$ cat config.mk
export PLATFORM = sky130hd
export DESIGN_NAME = transceiver_channel_pin_control
export DESIGN_NICKNAME = d
export VERILOG_FILES = /design/src/pin_ctrl_pkg.sv /design/src/transceiver_channel_pin_control.sv /design/src/sync2.sv
export SDC_FILE = /design/constraint.sdc
export NUM_CORES = 1
export LEC_CHECK = 0
export ABC_AREA = 1
export BUFFER_PORTS_ARGS = -buffer_cell sky130_fd_sc_hd__buf_2
export CAP_MARGIN = 20
export CORE_ASPECT_RATIO = 1.25
export CORE_MARGIN = 3
export CORE_UTILIZATION = 47
export DETAILED_ROUTE_END_ITERATION = 10
export HOLD_SLACK_MARGIN = 0.15
export PLACE_DENSITY = 0.75
export SYNTH_ARGS = -nofsm -noshare
export SYNTH_HDL_FRONTEND = slang
export SYNTH_SLANG_ARGS = --single-unit
$ cat constraint.sdc
create_clock -name clk -period 1.2 [get_ports clk]
set_input_delay 0.24 -clock clk [delete_from_list [all_inputs] [get_ports clk]]
set_output_delay 0.24 -clock clk [all_outputs]
set_load 0.02 [all_outputs]
$ cat src/pin_ctrl_pkg.sv
package pin_ctrl_pkg;
   // ------------------------------------------------------------
   // apb register map
   // ------------------------------------------------------------
   localparam logic [7:0] ctrl_offset = 8'h00;
   localparam logic [7:0] status_offset = 8'h04;
   localparam logic [7:0] irq_status_offset = 8'h08;
   localparam logic [7:0] irq_mask_offset = 8'h0c;
   localparam logic [7:0] setting_b_offset = 8'h10;
   // ------------------------------------------------------------
   // control register fields
   // ------------------------------------------------------------
   localparam int codec_bit = 0;
   localparam int los_enable_bit = 1;
   localparam int reg_powerdown_bit = 2;
   localparam int los_sel_lsb = 4;
   localparam logic [31:0] ctrl_reset = 32'h0000_0002;
   localparam logic [3:0] irq_mask_reset = 4'h0;
   localparam logic [3:0] setting_b_reset = 4'h0;
   // ------------------------------------------------------------
   // rate select codes
   // ------------------------------------------------------------
   localparam logic [2:0] rate_full = 3'h0;
   localparam logic [2:0] rate_half = 3'h1;
   localparam logic [2:0] rate_quarter = 3'h2;
   localparam logic [2:0] rate_eighth = 3'h3;
   localparam logic [2:0] rate_ars = 3'h5;
   localparam logic [2:0] rate_ars_priority = 3'h6;
   localparam logic [2:0] rate_slave = 3'h7;
   // ------------------------------------------------------------
   // types
   // ------------------------------------------------------------
   typedef enum logic [1:0] {
      los_src_detect,
      los_src_codec,
      los_src_powerdown,
      los_src_ars
   } los_src_t;
   typedef enum logic [2:0] {
      src_full,
      src_half,
      src_quarter,
      src_eighth,
      src_ars_b,
      src_ars_a,
      src_registers
   } serdes_src_t;
   typedef struct packed {
      serdes_src_t source;
      logic ars_enable;
      logic clk_out_sel_used;
      logic clk_out_priority;
   } rate_decode_t;
   typedef struct packed {
      logic tx_pos;
      logic tx_neg;
      logic tx_oe;
   } serial_out_t;
endpackage : pin_ctrl_pkg

$ cat src/transceiver_channel_pin_control.sv
// Summary of operation
// - Channel A codec is enabled when its pin or its control bit is high.
// - Loss flag A reads 1 on loss of signal and 0 on detect, only while enabled.
// - Software may route other internal functions onto loss flag A live.
// - During device reset loss flag A is driven low.
// - Loss flag A floats during pin or register power-down of channel A.
// - Channel A is powered down while its active-low pin is low.
// - During device reset the channel B serial output is a differential zero.
// - Channel B serial outputs float during pin or register power-down.
// - Rate codes 000 to 011 select full, half, quarter and eighth rate.
// - Code 101 enables auto rate sense with the clock-output selector in control.
// - Code 110 enables auto rate sense, ignores the selector and takes clock priority.
// - Code 111 follows channel A auto rate sense if the channel A rate code is 101 or 110, else the B registers.
// - The channel B rate setting governs both directions of channel B.
module transceiver_channel_pin_control import pin_ctrl_pkg::*; (
   // clock and reset
   input wire logic clk,
   input wire logic srst,
   input wire logic device_reset_low,
   // apb slave
   input wire logic psel,
   input wire logic penable,
   input wire logic pwrite,
   input wire logic [7:0] paddr,
   input wire logic [31:0] pwdata,
   output logic [31:0] prdata,
   output logic pready,
   output logic pslverr,
   // channel a pins
   input wire logic codec_enable_pin_a,
   input wire logic channel_a_powerdown_low,
   input wire logic [2:0] rate_select_a,
   input wire logic signal_detect_a,
   input wire logic auto_rate_sense_a_active,
   output logic signal_loss_flag_a,
   output logic signal_loss_flag_a_oe,
   output logic codec_active_a,
   output logic channel_a_powered_down,
   // channel b pins
   input wire logic channel_b_powerdown_low,
   input wire logic [2:0] rate_select_b,
   input wire logic serial_tx_b_data,
   output logic serial_tx_b_pos,
   output logic serial_tx_b_neg,
   output logic serial_tx_b_oe,
   output rate_decode_t rate_decode_b,
   output logic [3:0] serdes_setting_b,
   // interrupt
   output logic irq
);
   // ------------------------------------------------------------
   // pin synchronisers
   // ------------------------------------------------------------
   logic [11:0] pins_raw;
   logic [11:0] pins_sync;
   logic codec_pin_s;
   logic pd_a_low_s;
   logic pd_b_low_s;
   logic [2:0] rate_a_s;
   logic [2:0] rate_b_s;
   logic detect_s;
   logic ars_a_s;
   logic dev_rst_low_s;

   assign pins_raw = {codec_enable_pin_a, channel_a_powerdown_low, channel_b_powerdown_low,
                      rate_select_a, rate_select_b, signal_detect_a, auto_rate_sense_a_active,
                      device_reset_low};

   sync2 #(.width(12)) u_sync (
      .clk(clk),
      .srst(srst),
      .d(pins_raw),
      .q(pins_sync)
   );

   assign {codec_pin_s, pd_a_low_s, pd_b_low_s, rate_a_s, rate_b_s, detect_s, ars_a_s,
           dev_rst_low_s} = pins_sync;

   // ------------------------------------------------------------
   // registers
   // ------------------------------------------------------------
   logic [31:0] ctrl_reg;
   logic [31:0] ctrl_next;
   logic [3:0] irq_status_reg;
   logic [3:0] irq_status_next;
   logic [3:0] irq_mask_reg;
   logic [3:0] irq_mask_next;
   logic [3:0] setting_b_reg;
   logic [3:0] setting_b_next;
   logic [31:0] prdata_reg;
   logic [31:0] prdata_next;
   logic loss_prev_reg;
   logic loss_prev_next;
   logic pd_a_prev_reg;
   logic pd_a_prev_next;
   logic [2:0] rate_b_prev_reg;
   logic [2:0] rate_b_prev_next;
   logic ready_reg;
   logic ready_next;
   logic [2:0] prime_reg;
   logic [2:0] prime_next;

   logic wr_en;
   logic rd_en;
   logic unmapped;
   logic codec_a;
   logic pd_a;
   logic pd_b;
   logic reg_pd;
   logic los_raw;
   logic los_value;
   los_src_t los_src;
   logic [3:0] events;
   logic [31:0] status_word;
   logic [31:0] rd_word;
   logic rd_first;

   assign wr_en = psel && penable && pwrite;
   assign rd_en = psel && penable && !pwrite;
   assign rd_first = rd_en && !ready_reg;
   assign reg_pd = ctrl_reg[reg_powerdown_bit];
   assign los_src = los_src_t'(ctrl_reg[los_sel_lsb +: 2]);

   // ------------------------------------------------------------
   // channel a
   // ------------------------------------------------------------
   // pin or bit
   assign codec_a = codec_pin_s | ctrl_reg[codec_bit];
   assign pd_a = !pd_a_low_s;
   assign pd_b = !pd_b_low_s;

   assign los_raw = ctrl_reg[los_enable_bit] & !detect_s;

   always_comb begin
      case (los_src)
         los_src_detect: los_value = los_raw;
         los_src_codec: los_value = codec_a;
         los_src_powerdown: los_value = pd_a | reg_pd;
         los_src_ars: los_value = ars_a_s;
         default: los_value = los_raw;
      endcase
   end

   // ------------------------------------------------------------
   // channel b rate decode
   // ------------------------------------------------------------
   logic ars_a_mode;
   assign ars_a_mode = (rate_a_s == rate_ars) || (rate_a_s == rate_ars_priority);

   // one setting for rx and tx
   always_comb begin
      rate_decode_b = '{source: src_registers, ars_enable: 1'b0, clk_out_sel_used: 1'b1,
                        clk_out_priority: 1'b0};
      case (rate_b_s)
         rate_full: rate_decode_b.source = src_full;
         rate_half: rate_decode_b.source = src_half;
         rate_quarter: rate_decode_b.source = src_quarter;
         rate_eighth: rate_decode_b.source = src_eighth;
         rate_ars: begin
            rate_decode_b.source = src_ars_b;
            rate_decode_b.ars_enable = 1'b1;
         end
         rate_ars_priority: begin
            rate_decode_b.source = src_ars_b;
            rate_decode_b.ars_enable = 1'b1;
            rate_decode_b.clk_out_sel_used = 1'b0;
            rate_decode_b.clk_out_priority = 1'b1;
         end
         rate_slave: begin
            if (ars_a_mode) begin
               rate_decode_b.source = src_ars_a;
               rate_decode_b.ars_enable = 1'b1;
               rate_decode_b.clk_out_sel_used = 1'b0;
            end else begin
               rate_decode_b.source = src_registers;
            end
         end
         // code 100 falls back to the software setting
         default: rate_decode_b.source = src_registers;
      endcase
   end

   assign serdes_setting_b = setting_b_reg;

   // ------------------------------------------------------------
   // pin drivers
   // ------------------------------------------------------------
   always_comb begin
      signal_loss_flag_a = los_value;
      signal_loss_flag_a_oe = 1'b1;
      serial_tx_b_pos = serial_tx_b_data;
      serial_tx_b_neg = !serial_tx_b_data;
      serial_tx_b_oe = 1'b1;
      if (!dev_rst_low_s) begin
         signal_loss_flag_a = 1'b0;
      end
      if (!dev_rst_low_s) begin
         serial_tx_b_pos = 1'b0;
         serial_tx_b_neg = 1'b0;
      end
      if (pd_a || reg_pd) begin
         signal_loss_flag_a_oe = 1'b0;
      end
      if (pd_b || reg_pd) begin
         serial_tx_b_oe = 1'b0;
      end
   end

   assign codec_active_a = codec_a && !pd_a;
   assign channel_a_powered_down = pd_a;

   // ------------------------------------------------------------
   // events and apb
   // ------------------------------------------------------------
   // loss rise, loss fall, pin a release, rate b change
   // masked until the syncs hold real pins, their reset zeros would look like edges
   assign events = {4{prime_reg[2]}} & {rate_b_s != rate_b_prev_reg, pd_a_prev_reg && !pd_a,
                    loss_prev_reg && !los_raw, !loss_prev_reg && los_raw};
   assign status_word = {21'h0, rate_b_s, rate_a_s, pd_b, pd_a, los_raw, codec_a, 1'b0};

   always_comb begin
      ctrl_next = ctrl_reg;
      irq_mask_next = irq_mask_reg;
      setting_b_next = setting_b_reg;
      irq_status_next = irq_status_reg;
      prdata_next = prdata_reg;
      rd_word = 32'h0;
      unmapped = 1'b0;
      if (wr_en) begin
         if (paddr == ctrl_offset) begin
            ctrl_next = pwdata;
         end else if (paddr == irq_mask_offset) begin
            irq_mask_next = pwdata[3:0];
         end else if (paddr == setting_b_offset) begin
            setting_b_next = pwdata[3:0];
         end else if (paddr != status_offset && paddr != irq_status_offset) begin
            unmapped = 1'b1;
         end
      end
      if (rd_en) begin
         if (paddr == ctrl_offset) begin
            rd_word = ctrl_reg;
         end else if (paddr == status_offset) begin
            rd_word = status_word;
         end else if (paddr == irq_status_offset) begin
            rd_word = {28'h0, irq_status_reg};
            // clear once, on the edge that captures the word
            if (rd_first) begin
               irq_status_next = 4'h0;
            end
         end else if (paddr == irq_mask_offset) begin
            rd_word = {28'h0, irq_mask_reg};
         end else if (paddr == setting_b_offset) begin
            rd_word = {28'h0, setting_b_reg};
         end else begin
            unmapped = 1'b1;
         end
      end
      // captured in the wait cycle so it stands while pready is high
      if (rd_first) begin
         prdata_next = rd_word;
      end
      // new events win over read clear
      irq_status_next = irq_status_next | events;
      loss_prev_next = los_raw;
      pd_a_prev_next = pd_a;
      rate_b_prev_next = rate_b_s;
      ready_next = rd_first;
      prime_next = {prime_reg[1:0], 1'b1};
   end

   always_ff @(posedge clk) begin
      if (srst) begin
         ctrl_reg <= ctrl_reset;
         irq_mask_reg <= irq_mask_reset;
         setting_b_reg <= setting_b_reset;
         irq_status_reg <= 4'h0;
         prdata_reg <= 32'h0;
         loss_prev_reg <= 1'b0;
         pd_a_prev_reg <= 1'b0;
         rate_b_prev_reg <= 3'h0;
         ready_reg <= 1'b0;
         prime_reg <= 3'h0;
      end else begin
         ctrl_reg <= ctrl_next;
         irq_mask_reg <= irq_mask_next;
         setting_b_reg <= setting_b_next;
         irq_status_reg <= irq_status_next;
         prdata_reg <= prdata_next;
         loss_prev_reg <= loss_prev_next;
         pd_a_prev_reg <= pd_a_prev_next;
         rate_b_prev_reg <= rate_b_prev_next;
         ready_reg <= ready_next;
         prime_reg <= prime_next;
      end
   end

   // writes need no wait; reads take one so prdata can come from a flop
   assign pready = !rd_en || ready_reg;
   // error answer on unmapped access
   assign pslverr = psel && penable && unmapped;
   assign prdata = prdata_reg;
   assign irq = |(irq_status_reg & irq_mask_reg);
endmodule : transceiver_channel_pin_control

$ cat src/sync2.sv
module sync2 import pin_ctrl_pkg::*; #(
   parameter int width = 1
) (
   // clock and reset
   input wire logic clk,
   input wire logic srst,
   // data
   input wire logic [width-1:0] d,
   output logic [width-1:0] q
);
   logic [width-1:0] meta_reg;
   logic [width-1:0] meta_next;
   logic [width-1:0] q_reg;
   logic [width-1:0] q_next;

   always_comb begin
      meta_next = d;
      q_next = meta_reg;
   end

   always_ff @(posedge clk) begin
      if (srst) begin
         meta_reg <= '0;
         q_reg <= '0;
      end else begin
         meta_reg <= meta_next;
         q_reg <= q_next;
      end
   end

   assign q = q_reg;
endmodule : sync2

==> impl_metrics.tcl, run 1 <==
set metrics [dict create \
    cts_tree "yes" \
    grt_pass1_vias 4198 \
    vias_per_cell 4.90 \
    fmax_mhz 589 \
    drc 0 \
    p_leak_nw 2.98 \
    antenna_found_initial 1 \
    power.density_mw_per_mm2 1000 \
    drt_iter0_markers 222 \
    drt_wl_total_mm 12.5 \
    die_h_um 111 \
    grt_first_pass_wirelength_mm 19.3 \
    dr.pass1.iters 4 \
    dpl.hpwl_mm 7.47 \
    synthArstFlopShare_pct 0 \
    switchingPower_mw 1.64 \
    fin_skew_ps 7.21 \
    netlist_top_cells_area "dfxtp_1 53%, nor2_1 10%, nand2_1 9.1%" \
    numCtsBuffers 9 \
    cp-startpoint "u_sync.q[7]" \
    wl_per_cell_um 14.4 \
    setup_viol 43 \
    rsz0062_at_grt "yes" \
    stdcell_count 864 \
    worstSetupEndpointType "output port" \
    io_buffers 109 \
    critical_path_arrival_ps 1460 \
    critPathTopFamily "compound AO/OA/AOI/OAI gates" \
    htree_levels 3 \
    r2r-end "prdata[11]" \
    period_needed_ps 1700 \
    setup_ws_ps -497 \
    min_path_cells 3 \
    numClockSinks 109 \
    p_int_mw 4.88 \
    tightestPinTransition_ps 499 \
    synth_commonest_cells "112 x nor2_1, 109 x dfxtp_1, 100 x nand2_1" \
    vdd_drop_max_v 0.000722 \
    synth_cell_type_count 27 \
    slew_violations 0 \
    synth-edff-count 0 \
    syn-cell-area_mm2 0.00414 \
    antenna_left 0 \
    ys_seq_elements 109 \
    swShare_pct 25.1 \
    cp.depth 6 \
    pre_cts_ws_ps -215 \
    max_stage_delay_ps 370 \
    whs_ps 164 \
    min_period_over_period_pct 141 \
    cp_common_cell "nor2_4" \
    seq_area_frac_synth_pct 52.7 \
    grt_use_total_pct 23.6 \
    rr_worst_depth 7 \
    rr_startpoint "ready_reg" \
    drv_cap 0 \
    grt_max_degree 48 \
    hp-class "in -> reg" \
    path_cells "nor2_4 -> nor2_4 -> o21bai_4 -> o31ai_4 -> a21oi_4 -> buf_6" \
    status "complete, but fails checks" \
    p_seq_share_pct 56.8 \
    synth_flop_cell "dfxtp_1" \
    syn_nets 605 \
    reg2reg_slack_ps -170 \
    io_pins 110 \
    cts_buffer_depth 2 \
    synth_most_common_cell "nor2_1" \
    synth_top_area_share_pct 52.7 \
    worstPathRequired_ps 960 \
    clk_pin_slew_ps 100 \
    slew_headroom_pct 66.8 \
    place_inst 784 \
    utilization_pct 77.1 \
    p_comb_share_pct 10.8 \
    fin_nets 799 \
    fill_cells 585 \
    clkLatencyLatePin_ps 370 \
    synth_top_area_cell "dfxtp_1" \
    cts_root_buf "clkbuf_8" \
    syn_inst 547 \
    die_area_mm2 0.00999 \
    gp_congestion 0.855 \
    core_area_mm2 0.00843 \
    yosysWarnings 0 \
    syn_area_per_cell_um2 7.58 \
    critical_path_class "reg -> out" \
    crit_path_end "rate_decode_b[4]" \
    cpMaxStageDelayCell "dfxtp_4" \
    start_kind "register" \
    area_growth_pct 56.8 \
    fp.dieW_um 90.0 \
    violations "setup timing" \
    num_rows 37 \
    drive_gt1_share_pct 42.9 \
    pwr-share-clk_pct 32.4 \
    vias 4230 \
    crit_fanout 3 \
    globalRoute.totalOverflow 0 \
    path_buf_inv 1 \
    final_hold_viol_count 0 \
    start_util_pct 49.2 \
]
==> cell type report <==
| type | count | area [µm²] | area share [%] |
|---|---|---|---|
| Inverter | 66 | 280 | 4.31 |
| Sequential cell | 109 | 2210 | 34.0 |
| Antenna cell | 1 | 2.50 | 0.0385 |
| Clock inverter | 5 | 45.0 | 0.693 |
| Multi-Input combinational cell | 347 | 1990 | 30.7 |
| Tap cell | 117 | 146 | 2.25 |
| Timing Repair Buffer | 208 | 1680 | 25.8 |
| Clock buffer | 11 | 141 | 2.18 |
==> worst min path at each step <==
stage / startpoint / end / slack, ps
floorplan: device_reset_low / u_sync.meta_reg[0] / 350
global placement: u_sync.meta_reg[6] / u_sync.q[6] / 380
detailed placement: u_sync.meta_reg[7] / u_sync.q[7] / 390
CTS: pwdata[1] / ctrl_reg[1] / 150
global route: pwdata[6] / ctrl_reg[6] / 180
finish: pwdata[23] / ctrl_reg[23] / 160
==> kinds of logic (layout without fill, tap and decap cells) <==
logic type | Yosys count | count (layout) | share of synthesized area, %
and+or+nand+nor | 237 | 237 | 23.1
other | 0 | 1 | 0
DFF | 109 | 109 | 52.7
AOI/OAI and AO/OA | 109 | 109 | 14.5
buffers and inverters | 91 | 290 | 9.60
xor gates and xnor gates | 1 | 1 | 0.211
==> metal layers <==
| metal | vias to the layer above | track usage (%) | wire length (µm) | part of all wire [%] |
|---|---|---|---|---|
| met1 | 1955 | 26.3 | 4870 | 39 |
| met4 | 0 | 11.4 | 391 | 3.1 |
| met5 | - | 0 | 0 | 0 |
| li1 | 2100 | - | - | - |
| met2 | 140 | 42.3 | 6550 | 53 |
| met3 | 35 | 5.09 | 647 | 5.2 |
==> tightest hold or removal path, cell delays in order <==
cell and delay, ps:
buf_2 90, o21ai_1 70, nor2_1 90
==> cell usage in the layout (no fill, tap or decap), drive strengths merged, types with 11 or more instances in the layout <==
cell	netlist	layout
dfxtp	109	109
nand2	104	104
buf	13	169
nand3	16	16
o21ai	42	42
inv	66	67
clkbuf	12	11
a21oi	55	55
dlygate4sd3	0	38
nor2	115	115
==> power groups by stage <==
stage	sequential, mW	clock [mW]	combinational (mW)
6_report	3.70	2.11	0.703
5_1_grt	3.71	2.29	0.762
4_1_cts	3.70	2.12	0.654
3_5_place_dp	3.78	0	0.466
3_3_place_gp	3.78	0	0.457
2_1_floorplan	3.78	0	0.238
==> stage by stage <==
| step | setup TNS (ps) | total power, mW | area [µm²] |
|---|---|---|---|
| floorplan | -633 | 4.02 | 4250 |
| global placement | -10050 | 4.23 | 5140 |
| detailed placement | -12060 | 4.25 | 5140 |
| CTS | -3100 | 6.47 | 6100 |
| global route | -9440 | 6.76 | 6500 |
| finish | -6850 | 6.51 | 6500 |
==> timing repair <==
item	CTS	global route
hold buffers	37	1
setup buffers	19	7
pin swaps	24	32
cloned	1	2
endpoints found under the hold margin	37	1
endpoints found under the setup margin	22	54
resized for setup	86	106
Note: power is estimated with default switching activity, not from simulation.
==> inputs of run 2 (changes only) <==
- CORE_UTILIZATION: 47 -> 52
- PLACE_DENSITY: 0.75 -> 0.79
- clock period: 1.2 -> 1.92 ns (I/O delays scaled with it)
==> impl_metrics.tcl, run 2 (synthesis results as in run 1) <==
set metrics [dict create \
    cts_root_buf "clkbuf_8" \
    io_pins 110 \
    core_area_mm2 0.00758 \
    pwr-share-clk_pct 35.8 \
    p_comb_share_pct 6.2 \
    switchingPower_uw 932 \
    dpl.hpwl_mm 6.90 \
    place_area_mm2 0.00473 \
    worstPathRequired_ps 1540 \
    crit_fanout 5 \
    utilization_pct 65.4 \
    grt_pass1_vias 3583 \
    htree_levels 3 \
    start_util_pct 54.7 \
    regArea_mm2 0.00218 \
    post-cts-setup-buffers 0 \
    power.density_mw_per_mm2 803 \
    whs_ps 212 \
    die_h_um 106 \
    final_cell_mix "110 x nor2_1, 109 x buf_2, 107 x dfxtp_1, 100 x nand2_1, 61 x inv_1" \
    dr.pass1.iters 5 \
    status "complete, no violations" \
    drv_cap 0 \
    slew_headroom_pct 53.3 \
    finalPower_mw 3.98 \
    vias_per_cell 4.96 \
    drc 0 \
    num_rows 35 \
    clk_pin_slew_ps 100 \
    gp_congestion 0.945 \
    drive_gt1_share_pct 24.0 \
    cts_tree "yes" \
    swShare_pct 23.4 \
    tightestPinTransition_ps 701 \
    vdd_drop_max_v 0.000525 \
    grt_use_total_pct 21.6 \
    fin_skew_ps 12.7 \
    start_kind "register" \
    fill_cells 679 \
    multi_input_area_mm2 0.00158 \
    cts_buffer_depth 2 \
    rsz0062_at_grt "yes" \
    p_leak_nw 2.26 \
    vias 3707 \
    numCtsBuffers 9 \
    grt_first_pass_wirelength_mm 15.9 \
    p_seq_share_pct 58.0 \
    finish.instance_area_mm2 0.00496 \
    setup_viol 0 \
    fin_nets 708 \
    p_int_mw 3.05 \
    final_hold_viol_count 0 \
    drt_iter0_markers 212 \
    numClockSinks 109 \
    globalRoute.totalOverflow 0 \
    fmax_mhz 528 \
    slew_violations 0 \
    drt_wl_total_mm 9.41 \
    die_area_mm2 0.00908 \
    final_common_cell "nor2_1" \
    antenna_found_initial 0 \
    wl_per_cell_um 12.6 \
    n_antenna_cell 0 \
    grt_max_degree 72 \
    fp.dieW_um 85.8 \
    clkLatencyLatePin_ps 360 \
    worstSetupEndpointType "output port" \
    critical_path_arrival_ps 1510 \
    hp-class "in -> reg" \
    critical_path_class "reg -> out" \
    antenna_left 0 \
    io_buffers 109 \
    area_growth_pct 19.6 \
    min_period_over_period_pct 98.6 \
    period_needed_ps 1890 \
]
[run 2: power by group through the flow]
| stage | combinational, mW | clock [mW] | sequential, mW |
|---|---|---|---|
| 2_1_floorplan | 0.136 | 0 | 2.36 |
| 3_3_place_gp | 0.239 | 0 | 2.36 |
| 3_5_place_dp | 0.244 | 0 | 2.36 |
| 4_1_cts | 0.246 | 1.45 | 2.31 |
| 5_1_grt | 0.277 | 1.54 | 2.32 |
| 6_report | 0.245 | 1.43 | 2.31 |
[run 2: worst max-delay path, cell delays in order, from the launching register on]
cell and delay, ps:
dfxtp_1 420, inv_1 140, o31ai_1 350, buf_2 240
[run 2: per-stage QoR]
stage,worst slack [ps],setup TNS (ps),instances
2_1_floorplan,84.2,0,547
3_3_place_gp,129,0,731
3_5_place_dp,121,0,731
4_1_cts,24.6,0,747
5_1_grt,-55.0,-83.9,747
6_report,27.6,0,747
[run 2: layout make-up]
cell class	instances	share of cell area, %
clock buffer	11	2.85
inverter	66	5.05
timing repair buffer	117	12.5
multi-input combinational	347	31.9
clock inverter	5	1.36
tap	92	2.32
sequential	109	44.1
[run 2: worst paths after layout]
kind	depth (start not counted)	slack (ps)	endpoint	from
setup / recovery	3	30	rate_decode_b[2]	u_sync.q[5]
hold / removal	3	210	u_sync.meta_reg[7]	rate_select_a[1]
setup reg to reg	6	440	prdata[10]	ready_reg
hold reg to reg	2	400	u_sync.q[7]	u_sync.meta_reg[7]
[run 2: timing repair]
| item | 4_1_cts | 5_1_grt |
|---|---|---|
| hold buffers | 0 | 0 |
| resized for setup | 0 | 6 |
| endpoints found under the setup margin | 0 | 4 |
[run 2: metal layers]
layer / up-vias / GRT usage, % / share of wire [%] / wire (µm)
li1: 1908 / - / - / -
met1: 1651 / 25.4 / 42 / 3950
met2: 129 / 38.4 / 51 / 4760
met3: 19 / 3.05 / 5.8 / 543
met4: 0 / 9.73 / 1.6 / 152
met5: - / 0 / 0 / 0
